===== src/core/ppw_pkg.sv =====
// Constants, register map and field layout for the parallel port timing block.
// Assumes one 25 MHz clock; a peripheral clock period is one clock cycle.
// ************************************************************
// Overview of operation
// ************************************************************
package ppw_pkg;
    // ************************************************************
    // Register offsets (byte addresses)
    // ************************************************************
    localparam logic [7:0] OFS_MODE = 8'h00; // Timing and mode settings
    localparam logic [7:0] OFS_CTRL = 8'h04; // Select pin function
    localparam logic [7:0] OFS_ADDR = 8'h08; // Address and chip selects
    localparam logic [7:0] OFS_DOUT = 8'h0c; // Slave output word
    localparam logic [7:0] OFS_DIN = 8'h10; // Master data / slave input
    // ************************************************************
    // Field positions
    // ************************************************************
    localparam int POS_END = 0; // End hold wait field, 2 bits
    localparam int POS_MID = 2; // Strobe middle wait count, 4 bits
    localparam int POS_SETUP = 6; // Setup wait field, 2 bits
    localparam int POS_PMODE = 8; // Port mode, 2 bits
    localparam int POS_WIDE = 10; // Wide transfer select
    localparam int POS_STEP = 11; // Address step mode, 2 bits
    localparam int POS_BUSY = 15; // Busy flag, read only
    localparam int POS_SELFN = 6; // Select pin function, 2 bits
    localparam int POS_CS2 = 15; // Second select active
    localparam int POS_CS1 = 14; // First select active
    // ************************************************************
    // Reset values and encodings
    // ************************************************************
    localparam logic [31:0] RST_REG = 32'h0000_0000; // All registers
    localparam logic [15:0] ADDR_MASK = 16'hffff; // Implemented address bits
    localparam logic [1:0] STEP_NONE = 2'h0; // No stepping
    localparam logic [1:0] STEP_INC = 2'h1; // Increment per cycle
    localparam logic [1:0] STEP_DEC = 2'h2; // Decrement per cycle
    localparam logic [1:0] PM_LEGACY = 2'h0; // Legacy slave
    localparam logic [1:0] PM_ADDRSLV = 2'h1; // Addressable slave
    localparam logic [1:0] PM_MSEP = 2'h2; // Master, separate strobes
    localparam logic [1:0] PM_MCOMB = 2'h3; // Master, rw plus enable
    localparam logic [1:0] SF_ADDR = 2'h0; // Both pins address
    localparam logic [1:0] SF_ONE = 2'h1; // Upper pin select only
    localparam logic [1:0] SF_BOTH = 2'h2; // Both pins selects
    localparam logic [3:0] FIXED_SETUP = 4'h1; // Setup when middle is zero
    localparam logic [3:0] FIXED_WR_HOLD = 4'h1; // Write hold when middle zero
    localparam logic [3:0] FIXED_RD_HOLD = 4'h0; // Read hold when middle zero
    // Master cycle phases
    typedef enum logic [2:0] {ST_IDLE, ST_ADDR, ST_SETUP, ST_STROBE, ST_HOLD} ppw_state_t;
endpackage : ppw_pkg


===== src/core/ppw_port.sv =====
// Wait-state sequencer, address/select register and data registers of the port.
// Assumes a plain one-cycle register port and asynchronous external pins.
`timescale 1ns/1ps
module ppw_port (
    input wire logic clock, // 25 MHz system clock
    input wire logic srst, // Synchronous reset, active high
    input wire logic [7:0] regAddr, // Register byte address
    input wire logic [31:0] regWdata, // Register write data
    input wire logic regWr, // Write strobe
    input wire logic regRd, // Read strobe
    output logic [31:0] regRdata, // Read data, cycle after strobe
    output logic [15:0] addrPins, // External address lines / selects
    output logic [15:0] dataPinsOut, // External data lines, out value
    output logic [15:0] dataPinsOe, // External data lines, drive enable
    input wire logic [15:0] dataPinsIn, // External data lines, in value
    output logic strobeA, // Read strobe, or rw select in mode 11
    output logic strobeB, // Write strobe, or enable in mode 11
    input wire logic slvSelIn, // External master chip select
    input wire logic slvRdIn // External master read strobe
);
    import ppw_pkg::*;

    // ************************************************************
    // Helpers
    // ************************************************************
    // Setup code to cycle count
    function automatic logic [3:0] setupLen(input logic [1:0] code);
        setupLen = {2'b00, code} + 4'h1;
    endfunction : setupLen

    // Step the address while keeping select bits untouched
    function automatic logic [15:0] stepAddr(input logic [15:0] a, input logic [1:0] mode,
                                             input logic [1:0] fn);
        logic [15:0] keep;
        logic [15:0] nxt;
        keep = (fn == SF_BOTH) ? 16'hc000 : (fn == SF_ONE) ? 16'h8000 : 16'h0000;
        nxt = a;
        if (mode == STEP_INC) begin
            nxt = a + 16'h0001;
        end else if (mode == STEP_DEC) begin
            nxt = a - 16'h0001;
        end
        stepAddr = (a & keep) | (nxt & ~keep);
    endfunction : stepAddr

    // ************************************************************
    // State
    // ************************************************************
    logic [15:0] modeReg_q, modeReg_d; // Mode and timing settings
    logic [1:0] selFn_q, selFn_d; // Select pin function
    logic [15:0] addrReg_q, addrReg_d; // Address and selects
    logic [31:0] dout_q, dout_d; // Slave output word
    logic [31:0] din_q, din_d; // Input data word
    logic [31:0] regRdata_q, regRdata_d; // Read data register
    ppw_state_t state_q, state_d; // Master cycle phase
    logic [3:0] cnt_q, cnt_d; // Cycles left in phase
    logic isRead_q, isRead_d; // Current cycle is a read
    logic [15:0] wrData_q, wrData_d; // Data of a write cycle
    logic [15:0] dinSync1_q, dinSync2_q; // Data pin synchroniser
    logic [1:0] slvSync1_q, slvSync2_q; // Slave strobe synchroniser
    logic [15:0] addrPins_q, addrPins_d; // Registered pins
    logic [15:0] dOut_q, dOut_d; // Registered data out
    logic [15:0] dOe_q, dOe_d; // Registered data enable
    logic strobeA_q, strobeA_d; // Registered strobe A
    logic strobeB_q, strobeB_d; // Registered strobe B

    // Decoded fields
    logic [1:0] fSetup, fEnd, fPmode, fStep;
    logic [3:0] fMid;
    logic fWide, isMaster, busy, launch, cycleDone;
    logic [3:0] setupCyc, holdCyc, strobeCyc;

    assign fSetup = modeReg_q[POS_SETUP +: 2];
    assign fEnd = modeReg_q[POS_END +: 2];
    assign fMid = modeReg_q[POS_MID +: 4];
    assign fPmode = modeReg_q[POS_PMODE +: 2];
    assign fStep = modeReg_q[POS_STEP +: 2];
    assign fWide = modeReg_q[POS_WIDE];
    assign isMaster = fPmode[1];
    assign busy = (state_q != ST_IDLE);
    // Middle count of zero overrides both wait fields
    assign setupCyc = (fMid == 4'h0) ? FIXED_SETUP : setupLen(fSetup);
    assign holdCyc = (fMid == 4'h0) ? (isRead_q ? FIXED_RD_HOLD : FIXED_WR_HOLD)
                                    : {3'b000, fEnd[0]};
    // A zero middle count still needs one strobe cycle
    assign strobeCyc = (fMid == 4'h0) ? 4'h1 : fMid;
    // Data register access launches a master cycle when idle
    assign launch = isMaster && !busy && (regAddr == OFS_DIN) && (regWr || regRd);
    assign cycleDone = ((state_q == ST_HOLD) && (cnt_q == 4'h0))
                    || ((state_q == ST_STROBE) && (cnt_q == 4'h0) && (holdCyc == 4'h0));

    // ************************************************************
    // Register file and master sequencer
    // ************************************************************
    // Next values of registers and phase
    always_comb begin
        modeReg_d = modeReg_q;
        selFn_d = selFn_q;
        addrReg_d = addrReg_q;
        dout_d = dout_q;
        din_d = din_q;
        regRdata_d = 32'h0000_0000;
        state_d = state_q;
        cnt_d = cnt_q;
        isRead_d = isRead_q;
        wrData_d = wrData_q;
        // Software writes; busy flag is read only
        if (regWr) begin
            unique case (regAddr)
                OFS_MODE: modeReg_d = {1'b0, regWdata[14:0]};
                OFS_CTRL: selFn_d = regWdata[POS_SELFN +: 2];
                OFS_ADDR: addrReg_d = regWdata[15:0] & ADDR_MASK;
                OFS_DOUT: dout_d = regWdata;
                OFS_DIN: din_d = regWdata;
                default: ; // Unmapped writes are dropped
            endcase
        end
        // Reads answer next cycle; unmapped reads give zero
        if (regRd) begin
            unique case (regAddr)
                OFS_MODE: regRdata_d = {16'h0000, busy, modeReg_q[14:0]};
                OFS_CTRL: regRdata_d = {24'h00_0000, selFn_q, 6'h00};
                OFS_ADDR: regRdata_d = {16'h0000, addrReg_q};
                OFS_DOUT: regRdata_d = dout_q;
                OFS_DIN: regRdata_d = din_q;
                default: regRdata_d = 32'h0000_0000;
            endcase
        end
        // Phase sequencing
        unique case (state_q)
            ST_IDLE: begin
                if (launch) begin
                    state_d = ST_ADDR;
                    isRead_d = regRd;
                    wrData_d = regWdata[15:0];
                    cnt_d = setupCyc - 4'h1;
                end
            end
            ST_ADDR: begin
                if (cnt_q == 4'h0) begin
                    state_d = ST_SETUP;
                    cnt_d = setupCyc - 4'h1;
                end else begin
                    cnt_d = cnt_q - 4'h1;
                end
            end
            ST_SETUP: begin
                if (cnt_q == 4'h0) begin
                    state_d = ST_STROBE;
                    cnt_d = strobeCyc - 4'h1;
                end else begin
                    cnt_d = cnt_q - 4'h1;
                end
            end
            ST_STROBE: begin
                if (cnt_q == 4'h0) begin
                    // Read data sampled on the last strobe cycle
                    if (isRead_q) begin
                        din_d = {16'h0000, dinSync2_q[15:8] & {8{fWide}}, dinSync2_q[7:0]};
                    end
                    state_d = (holdCyc == 4'h0) ? ST_IDLE : ST_HOLD;
                    cnt_d = holdCyc - 4'h1;
                end else begin
                    cnt_d = cnt_q - 4'h1;
                end
            end
            ST_HOLD: begin
                if (cnt_q == 4'h0) begin
                    state_d = ST_IDLE;
                end else begin
                    cnt_d = cnt_q - 4'h1;
                end
            end
        endcase
        // One step per finished transfer; hardware step beats a software write
        if (cycleDone) begin
            addrReg_d = stepAddr(addrReg_q, fStep, selFn_q);
        end
    end

    // Register the state; reset takes constants only
    always_ff @(posedge clock) begin
        if (srst) begin
            modeReg_q <= RST_REG[15:0];
            selFn_q <= RST_REG[1:0];
            addrReg_q <= RST_REG[15:0];
            dout_q <= RST_REG;
            din_q <= RST_REG;
            regRdata_q <= RST_REG;
            state_q <= ST_IDLE;
            cnt_q <= 4'h0;
            isRead_q <= 1'b0;
            wrData_q <= 16'h0000;
        end else begin
            modeReg_q <= modeReg_d;
            selFn_q <= selFn_d;
            addrReg_q <= addrReg_d;
            dout_q <= dout_d;
            din_q <= din_d;
            regRdata_q <= regRdata_d;
            state_q <= state_d;
            cnt_q <= cnt_d;
            isRead_q <= isRead_d;
            wrData_q <= wrData_d;
        end
    end

    // ************************************************************
    // Pin logic
    // ************************************************************
    // Two-stage synchronisers; only stage two is read
    always_ff @(posedge clock) begin
        if (srst) begin
            dinSync1_q <= 16'h0000;
            dinSync2_q <= 16'h0000;
            slvSync1_q <= 2'h0;
            slvSync2_q <= 2'h0;
        end else begin
            dinSync1_q <= dataPinsIn;
            dinSync2_q <= dinSync1_q;
            slvSync1_q <= {slvSelIn, slvRdIn};
            slvSync2_q <= slvSync1_q;
        end
    end

    // Pin values; outputs registered to keep them glitch free
    always_comb begin
        logic strobeOn;
        strobeOn = (state_q == ST_STROBE);
        addrPins_d = addrReg_q;
        // Top pins follow select bits only when mapped as selects
        if (selFn_q != SF_ADDR) begin
            addrPins_d[15] = addrReg_q[POS_CS2];
        end
        if (selFn_q == SF_BOTH) begin
            addrPins_d[14] = addrReg_q[POS_CS1];
        end
        dOut_d = 16'h0000;
        dOe_d = 16'h0000;
        strobeA_d = 1'b0;
        strobeB_d = 1'b0;
        if (isMaster && busy && !isRead_q) begin
            dOut_d = wrData_q;
            dOe_d = {{8{fWide}}, 8'hff};
        end else if (!isMaster && (slvSync2_q == 2'b11)) begin
            dOut_d = {8'h00, dout_q[7:0]};
            dOe_d = 16'h00ff;
        end
        if (fPmode == PM_MSEP) begin
            strobeA_d = strobeOn && isRead_q;
            strobeB_d = strobeOn && !isRead_q;
        end else if (fPmode == PM_MCOMB) begin
            strobeA_d = busy && isRead_q;
            strobeB_d = strobeOn;
        end
    end

    // Output flip-flops
    always_ff @(posedge clock) begin
        if (srst) begin
            addrPins_q <= 16'h0000;
            dOut_q <= 16'h0000;
            dOe_q <= 16'h0000;
            strobeA_q <= 1'b0;
            strobeB_q <= 1'b0;
        end else begin
            addrPins_q <= addrPins_d;
            dOut_q <= dOut_d;
            dOe_q <= dOe_d;
            strobeA_q <= strobeA_d;
            strobeB_q <= strobeB_d;
        end
    end

    assign regRdata = regRdata_q;
    assign addrPins = addrPins_q;
    assign dataPinsOut = dOut_q;
    assign dataPinsOe = dOe_q;
    assign strobeA = strobeA_q;
    assign strobeB = strobeB_q;

    // ************************************************************
    // Assertions
    // ************************************************************
    property p_setup_len;
        @(posedge clock) disable iff (srst)
        (state_q == ST_IDLE && launch && fMid != 4'h0 && fSetup == 2'h3)
            |=> (state_q == ST_ADDR)[*4] ##1 (state_q == ST_SETUP)[*4] ##1 state_q == ST_STROBE;
    endproperty
    a_setup_len: assert property (p_setup_len) else $error("setup length wrong");

    property p_end_hold;
        @(posedge clock) disable iff (srst)
        (state_q == ST_STROBE && cnt_q == 4'h0 && fMid != 4'h0 && fEnd == 2'h1)
            |=> state_q == ST_HOLD ##1 state_q == ST_IDLE;
    endproperty
    a_end_hold: assert property (p_end_hold) else $error("end hold wrong");

    property p_fixed_read;
        @(posedge clock) disable iff (srst)
        (state_q == ST_STROBE && cnt_q == 4'h0 && fMid == 4'h0 && isRead_q)
            |=> state_q == ST_IDLE;
    endproperty
    a_fixed_read: assert property (p_fixed_read) else $error("read hold not zero");

    property p_sel_kept;
        @(posedge clock) disable iff (srst)
        (cycleDone && selFn_q == SF_BOTH && !regWr) |=> addrReg_q[15:14] == $past(addrReg_q[15:14]);
    endproperty
    a_sel_kept: assert property (p_sel_kept) else $error("select bits stepped");

    property p_upper_oe;
        @(posedge clock) disable iff (srst)
        (dataPinsOe[15:8] != 8'h00) |-> $past(fWide);
    endproperty
    a_upper_oe: assert property (p_upper_oe) else $error("upper data driven narrow");

    property p_step_one;
        @(posedge clock) disable iff (srst)
        (cycleDone && fStep == STEP_INC && selFn_q == SF_ADDR && !regWr)
            |=> addrReg_q == $past(addrReg_q) + 16'h0001;
    endproperty
    a_step_one: assert property (p_step_one) else $error("address step not one");

    property p_cs2_pin;
        @(posedge clock) disable iff (srst)
        $past(selFn_q) != SF_ADDR |-> addrPins[15] == $past(addrReg_q[POS_CS2]);
    endproperty
    a_cs2_pin: assert property (p_cs2_pin) else $error("second select pin wrong");

    property p_phase_order;
        @(posedge clock) disable iff (srst)
        $rose(state_q == ST_STROBE) |-> $past(state_q) == ST_SETUP;
    endproperty
    a_phase_order: assert property (p_phase_order) else $error("strobe out of order");
endmodule : ppw_port


===== config.mk =====
export PLATFORM = sky130hd
export DESIGN_NAME = ppw_port
export DESIGN_NICKNAME = d
export VERILOG_FILES = /design/src/core/ppw_pkg.sv /design/src/core/ppw_port.sv
export SDC_FILE = /design/constraint.sdc
export NUM_CORES = 1
export LEC_CHECK = 0
export ABC_AREA = 0
export BUFFER_PORTS_ARGS = -buffer_cell sky130_fd_sc_hd__buf_2
export CELL_PAD_IN_SITES_DETAIL_PLACEMENT = 0
export CELL_PAD_IN_SITES_GLOBAL_PLACEMENT = 1
export CORE_ASPECT_RATIO = 1.4
export CORE_UTILIZATION = 34
export DETAILED_ROUTE_END_ITERATION = 16
export MAX_ROUTING_LAYER = met4
export PLACE_DENSITY_LB_ADDON = 0.1
export REMOVE_ABC_BUFFERS = 1
export SLEW_MARGIN = 20
export SYNTH_ARGS = -nofsm -noshare
export SYNTH_HDL_FRONTEND = slang
export SYNTH_SLANG_ARGS = --single-unit

===== constraint.sdc =====
create_clock -name clock -period 3.3 [get_ports clock]
set_input_delay 0.33 -clock clock [delete_from_list [all_inputs] [get_ports clock]]
set_output_delay 0.33 -clock clock [all_outputs]
set_load 0.03 [all_outputs]

* Word level (Yosys, flattened, before mapping)
Cells that the tools add are included.
Word-level totals: register bits 239, latch bits 0, bits in writable memories 0, bits in read-only memories 0, input bits 62, output and inout bits 82, word-level logic and storage cells 125, memories kept 0
Operators by class: add/sub/neg operators 7, multiply operators 0, div/mod/pow operators 0, magnitude comparators 0, equality and inequality tests 21, shift operators 0, mux-type cells 39, bitwise logic cells 6, reductions and logical operators 33
Operators by type and width (number):
- $mux 16 | 10
- $mux 32 | 5
- $pmux 32 s5 | 1
- $and 16x16->16 | 2
- $mux 4 | 6
- $mux 3 | 7
- $pmux 4 s5 | 1
- $add 16x1->16 const B | 1
- $eq 8x4->1 const B | 2
- $mux 8 | 2
- $not 16->16 | 1
- $or 16x16->16 | 1
- $sub 16x1->16 const B | 1
- $pmux 3 s5 | 1
- $logic_and 1x1->1 | 12
- $logic_not 4->1 | 3
- $reduce_and 2->1 | 6
- $eq 2x2->1 const B | 5
- $ne 2x2->1 const B | 5
- $and 8x8->8 | 1
- $eq 8x3->1 const B | 1
- $eq 8x5->1 const B | 1
- $logic_not 8->1 | 1
- $sub 4x1->4 const B | 2
- other kinds (17) | 28

* Depth between registers and ports, before layout
word-level depth 9, gate-level depth with buffers 10, depth with buffers taken out 9

* Worst setup path before layout
Ideal clock, no wire load.
path type reg2reg, start point reg addrReg_q[1] (netlist: addrPins_d[1]), end point reg addrReg_q[10] (netlist: addrPins_d[10]), setup time 131 ps, arrival time 2127 ps, data required time 3169 ps, setup slack 1043 ps, stages on the path, launching flop included 10, path buffers 1, clock period less this slack 2257 ps, cell sequence dfxtp_1 -> clkbuf_1 -> inv_1 -> ha_1 -> or4b_1 -> nor4_1 -> nand2_1 -> xnor2_1 -> a211oi_1 -> o41ai_2
Between the ends: cells in the longest elaborated chain, start to end 7, elaborated cells between the ends (all ways) 8, those cells by class 2 x add/sub; 4 x mux; 2 x bitwise
RTL lines:
- start, declared | line ppw_port.sv:51 | logic [15:0] addrReg_q, addrReg_d;
- start signal, assigned | line ppw_port.sv:186 | addrReg_q <= RST_REG[15:0];
- start signal, assigned | line ppw_port.sv:197 | addrReg_q <= addrReg_d;
- $sub 16x1->16 | line ppw_port.sv:41 | nxt = a - 16'h0001;
- $mux 16 | line ppw_port.sv:40 | end else if (mode == STEP_DEC) begin
- $mux 16 * | line ppw_port.sv:38 | if (mode == STEP_INC) begin
- $mux 16 * | line ppw_port.sv:176 | if (cycleDone) begin
- $and 16x16->16 * | line ppw_port.sv:43 | stepAddr = (a & keep) | (nxt & ~keep);
- $or 16x16->16 * | line ppw_port.sv:43
- $mux 16 * | line ppw_port.sv:176
Mark *: on every way between the ends. The rest lies on a longest branch, timed or not. The select of a mux whose other input is x is not followed. A chain may end at the register's enable or synchronous reset.

* Final worst setup path
start point reg modeReg_q[2], end point reg addrReg_q[3] (netlist: addrPins_d[3])
Between the ends: cells in the longest elaborated chain, start to end 7, elaborated cells between the ends (all ways) 9, those cells by class 2 x mux; 7 x reduce/logical
RTL lines:
- start, declared | line ppw_port.sv:49 | logic [15:0] modeReg_q, modeReg_d;
- start signal, assigned | line ppw_port.sv:184 | modeReg_q <= RST_REG[15:0];
- start signal, assigned | line ppw_port.sv:195 | modeReg_q <= modeReg_d;
- $logic_not 4->1 * | line ppw_port.sv:83 | assign holdCyc = (fMid == 4'h0) ? (isRead_q ? FIXED_RD_HOLD : FIXED_WR_HOLD)
- $mux 1 * | line ppw_port.sv:83
- $logic_not 4->1 * | line ppw_port.sv:90 | || ((state_q == ST_STROBE) && (cnt_q == 4'h0) && (holdCyc == 4'h0));
- $logic_and 1x1->1 * | line ppw_port.sv:90
- $logic_or 1x1->1 * | line ppw_port.sv:90
- $reduce_bool 2->1 (no source line)
- $reduce_and 2->1 (no source line)
Mark *: on every way between the ends. The rest lies on a longest branch, timed or not.

==> reports/metrics.yaml <==
sta:
  final.setup.tns_ns: 0
  timing.final.crit_period_ns: 2.624
  finalHoldViolCount: 0
  final_max_slew_viol_count: 0
  grt_setup_unrepaired: "false"
  finalSetupViolations: 0
  worst_slew_pin_slew_ns: 0.8951
  min_period_over_period: 0.7952
  finClkSkew_ns: 0.01046
  timing.slew.headroom: 0.4033
  fmax_ghz: 0.3811
critical_path:
  slowest_delay_ns: 0.52
  crit_family: "compound AO/OA/AOI/OAI gates"
  critical_path.startpoint: "modeReg_q[2]$_SDFFE_PP0P_"
  critPathArrivalTime_ns: 3.08
  path_cells: "o41ai_4 -> o2111ai_4 -> a221oi_2 -> or2_1 -> nand2b_2 -> a2bb2o_4"
  r2r-end: "addrPins_d[3]$_SDFFE_PP0P_"
  worst-setup-path-type: "register to register"
  rrSetupSlack_ns: 0.68
  critical_path.endpoint_type: "register"
  timing.critical_path.fanout_max: 10
  worstReg2RegStart: "modeReg_q[2]$_SDFFE_PP0P_"
  path_buf_inv: 0
  worst-endpoint-required_ns: 3.76
  slowest_stage: "a221oi_2"
  worstRegToRegCells: 6
  cp-start-kind: "register"
yosys:
  yosysMostFrequentCell: "nand2_1"
  yosys.area.top_type: "dfxtp_1"
  mappedNetlistArea_um2: 9351
  yosysWarningCount: 0
  ys_seq_area_frac: 0.4817
  postSynthRegisterBits: 225
  ys_top_cells_by_area: "dfxtp_1, nand2_1, a21oi_1, nor2b_1, clkbuf_1"
  synth_edf_count: 0
  count_of_different_cell_masters_after_synthesis: 78
  gate_count_post_synth: 1106
  netlist_top_cells_count: "nand2_1, dfxtp_1, a21oi_1, clkbuf_1, nor2_1"
  synth_top_area_share: 0.4817
  syn_area_per_cell_um2: 8.455
  ys_async_rst_share: 0
  postSynth.topFlopCell: "dfxtp_1"
power_and_ir_drop:
  ir_drop_mv: 0.3913
  cellPowerDensity_nw_per_um2: 529.7
  power.static_leakage_nw: 4.184
drt:
  drt_pre_antenna_iters: 5
  drtIter0Drc: 545
  routed-via-count: 8178
  vias_per_cell: 5.160
  finalWirelength_mm: 29.83
  detail_route.wl_per_cell_um: 18.82
  drc_viols: 0
  detail-route-antenna-nets: 0
clocking:
  cts_htree_levels: 1
  cts_repair_resize_count: 0
  clk_pin_slew_ns: 0.06
  cts.hold.buffers_added: 1
  post-cts-setup-buffers: 0
  cts.sinks: 225
  number_of_cts_inserted_buffers: 24
  insertion_delay_ns: 0.52
  clk_path_buf_depth: 3
  tritoncts_clock_tree: "yes"
  root_buffer: "clkbuf_16"
floorplan:
  floorplan.die_area_um2: 28180
  die_width_um: 142.2
  core.rowCount: 71
  floorplan.initialDensity: 0.3474
  top_level_ports: 144
  core_area_um2: 26920
  die_y_um: 198.2
global_routing:
  grt_use_total: 0.2210
  grt_pass1_vias: 8085
  busiest_layer: "met2"
  grt_met3_use: 0.02515
  grt_max_degree: 65
  grt_antenna_before_repair: 0
  grt.met2_usage: 0.3851
  overflow: 0
  wire_length_of_the_first_global_routing_pass_mm: 46.65
  grt_util_met1: 0.2664
worst_hold_path:
  timing.hold.worst_endpoint: "dinSync1_q[9]$_SDFF_PP0_"
  hp-start: "dataPinsIn[9]"
  hold_path_depth: 2
  hp-class: "primary input to register"
final_layout:
  finalInstanceArea_um2: 11170
  final_layout_size_suffix_gt1_frac: 0.1959
  syn_to_final_growth_pct: 19.45
  n_antenna_cell: 0
  final_nets: 1276
run:
  drv.max_cap_violation_count: 0
place:
  numPortBuffers: 143
  dp_hpwl_mm: 20.85
  postPlaceCellArea_um2: 10350
  place_congestion: 0.8804
run_status:
  outcome: "complete, no violations"
-- cell usage in the layout, fill, tap and decap left out, types with 9 or more instances in the layout --
| cell | n |
|---|---|
| and2_1 | 14 |
| a222oi_1 | 14 |
| a22oi_1 | 23 |
| a311oi_1 | 17 |
| a21oi_1 | 121 |
| buf_4 | 39 |
| a211oi_1 | 11 |
| buf_2 | 142 |
| o21ai_0 | 21 |
| inv_1 | 11 |
| nor2_1 | 70 |
| nor3_1 | 20 |
| clkbuf_16 | 25 |
| a22o_1 | 9 |
| nand3_1 | 27 |
| nand2_1 | 226 |
| nor2b_1 | 55 |
| dfxtp_1 | 225 |
-- final cells by class --
| class | instances | area [um^2] |
|---|---|---|
| fillers | 2817 | 15750 |
| flip-flops and latches | 225 | 4504 |
| multi-input cells | 762 | 4320 |
| repair buffers | 183 | 1033 |
| clock buffers | 33 | 705.7 |
| well taps | 365 | 456.7 |
| clock inverters | 6 | 108.9 |
| inverters | 11 | 41.29 |
-- worst register-to-register path: cells and delay by family, from the launching register on --
kind / cells / cell delay, ns
flip-flops: 1 / 0.42
AND/OR/NAND/NOR: 2 / 0.67
AO/OA/AOI/OAI: 4 / 1.48
-- logic make-up (layout without fill, tap and decap cells) --
kind of cell | count (synthesis) | in the layout | share of synthesized area
DFF | 225 | 225 | 0.4817
AOI/OAI and AO/OA | 268 | 268 | 0.1955
adders and majority gates | 7 | 7 | 0.009365
and+or+nand+nor | 466 | 466 | 0.2344
buffers and inverters | 119 | 233 | 0.05686
xor gates and xnor gates | 13 | 13 | 0.01218
muxes | 8 | 8 | 0.01003
-- sequential cells by signal (all words and copies together) (netlist names), 2 cells and up, named ones only --
register and count:
cnt_q 4, dinSync1_q 16, din_q 32, dataPinsOe 2
dout_q 32, slvSync1_q 2, slvSync2_q 2, addrPins_d 14
state_q 3, addrPins 16, wrData_q 16, modeReg_q 15
regRdata 32, dataPinsOut 16, dinSync2_q 16, selFn_q 2
-- worst max path at each step --
stage | to | cells after the start | slack (ns)
finish | addrPins_d[3]$_SDFFE_PP0P_ | 6 | 0.68
global route | addrPins_d[9]$_SDFFE_PP0P_ | 6 | 0.52
CTS | addrPins_d[3]$_SDFFE_PP0P_ | 6 | 0.70
detailed placement | modeReg_q[11]$_SDFFE_PP0P_ | 8 | 0.61
global placement | modeReg_q[2]$_SDFFE_PP0P_ | 8 | 0.65
floorplan | modeReg_q[0]$_SDFFE_PP0P_ | 6 | 0.36
-- power breakdown --
group	leakage (nW)	total, mW	switching [mW]	internal (mW)
clock	0.402	2.79	1.08	1.71
combinational	1.96	0.358	0.227	0.130
sequential	1.82	2.77	0.0221	2.75
total	4.18	5.92	1.32	4.59
-- layer usage --
layer	wire length, um	up-vias
met5	0	-
met4	598	0
met3	1266	35
met2	15070	227
met1	12900	3894
li1	-	4022
-- stage by stage --
step	setup WS, ns	hold slack (ns)	cells	utilization	power, mW
floorplan	0.3584	0.3967	998	-	2.997
global placement	0.6532	0.4201	1545	0.3844	3.190
detailed placement	0.6078	0.4239	1545	0.3844	3.188
CTS	0.7034	0.003498	1585	0.4150	6.002
global route	0.5163	0.01864	1585	0.4150	6.152
finish	0.6757	0.02007	1585	0.4150	5.917
Power figures use the tool's default switching activity.
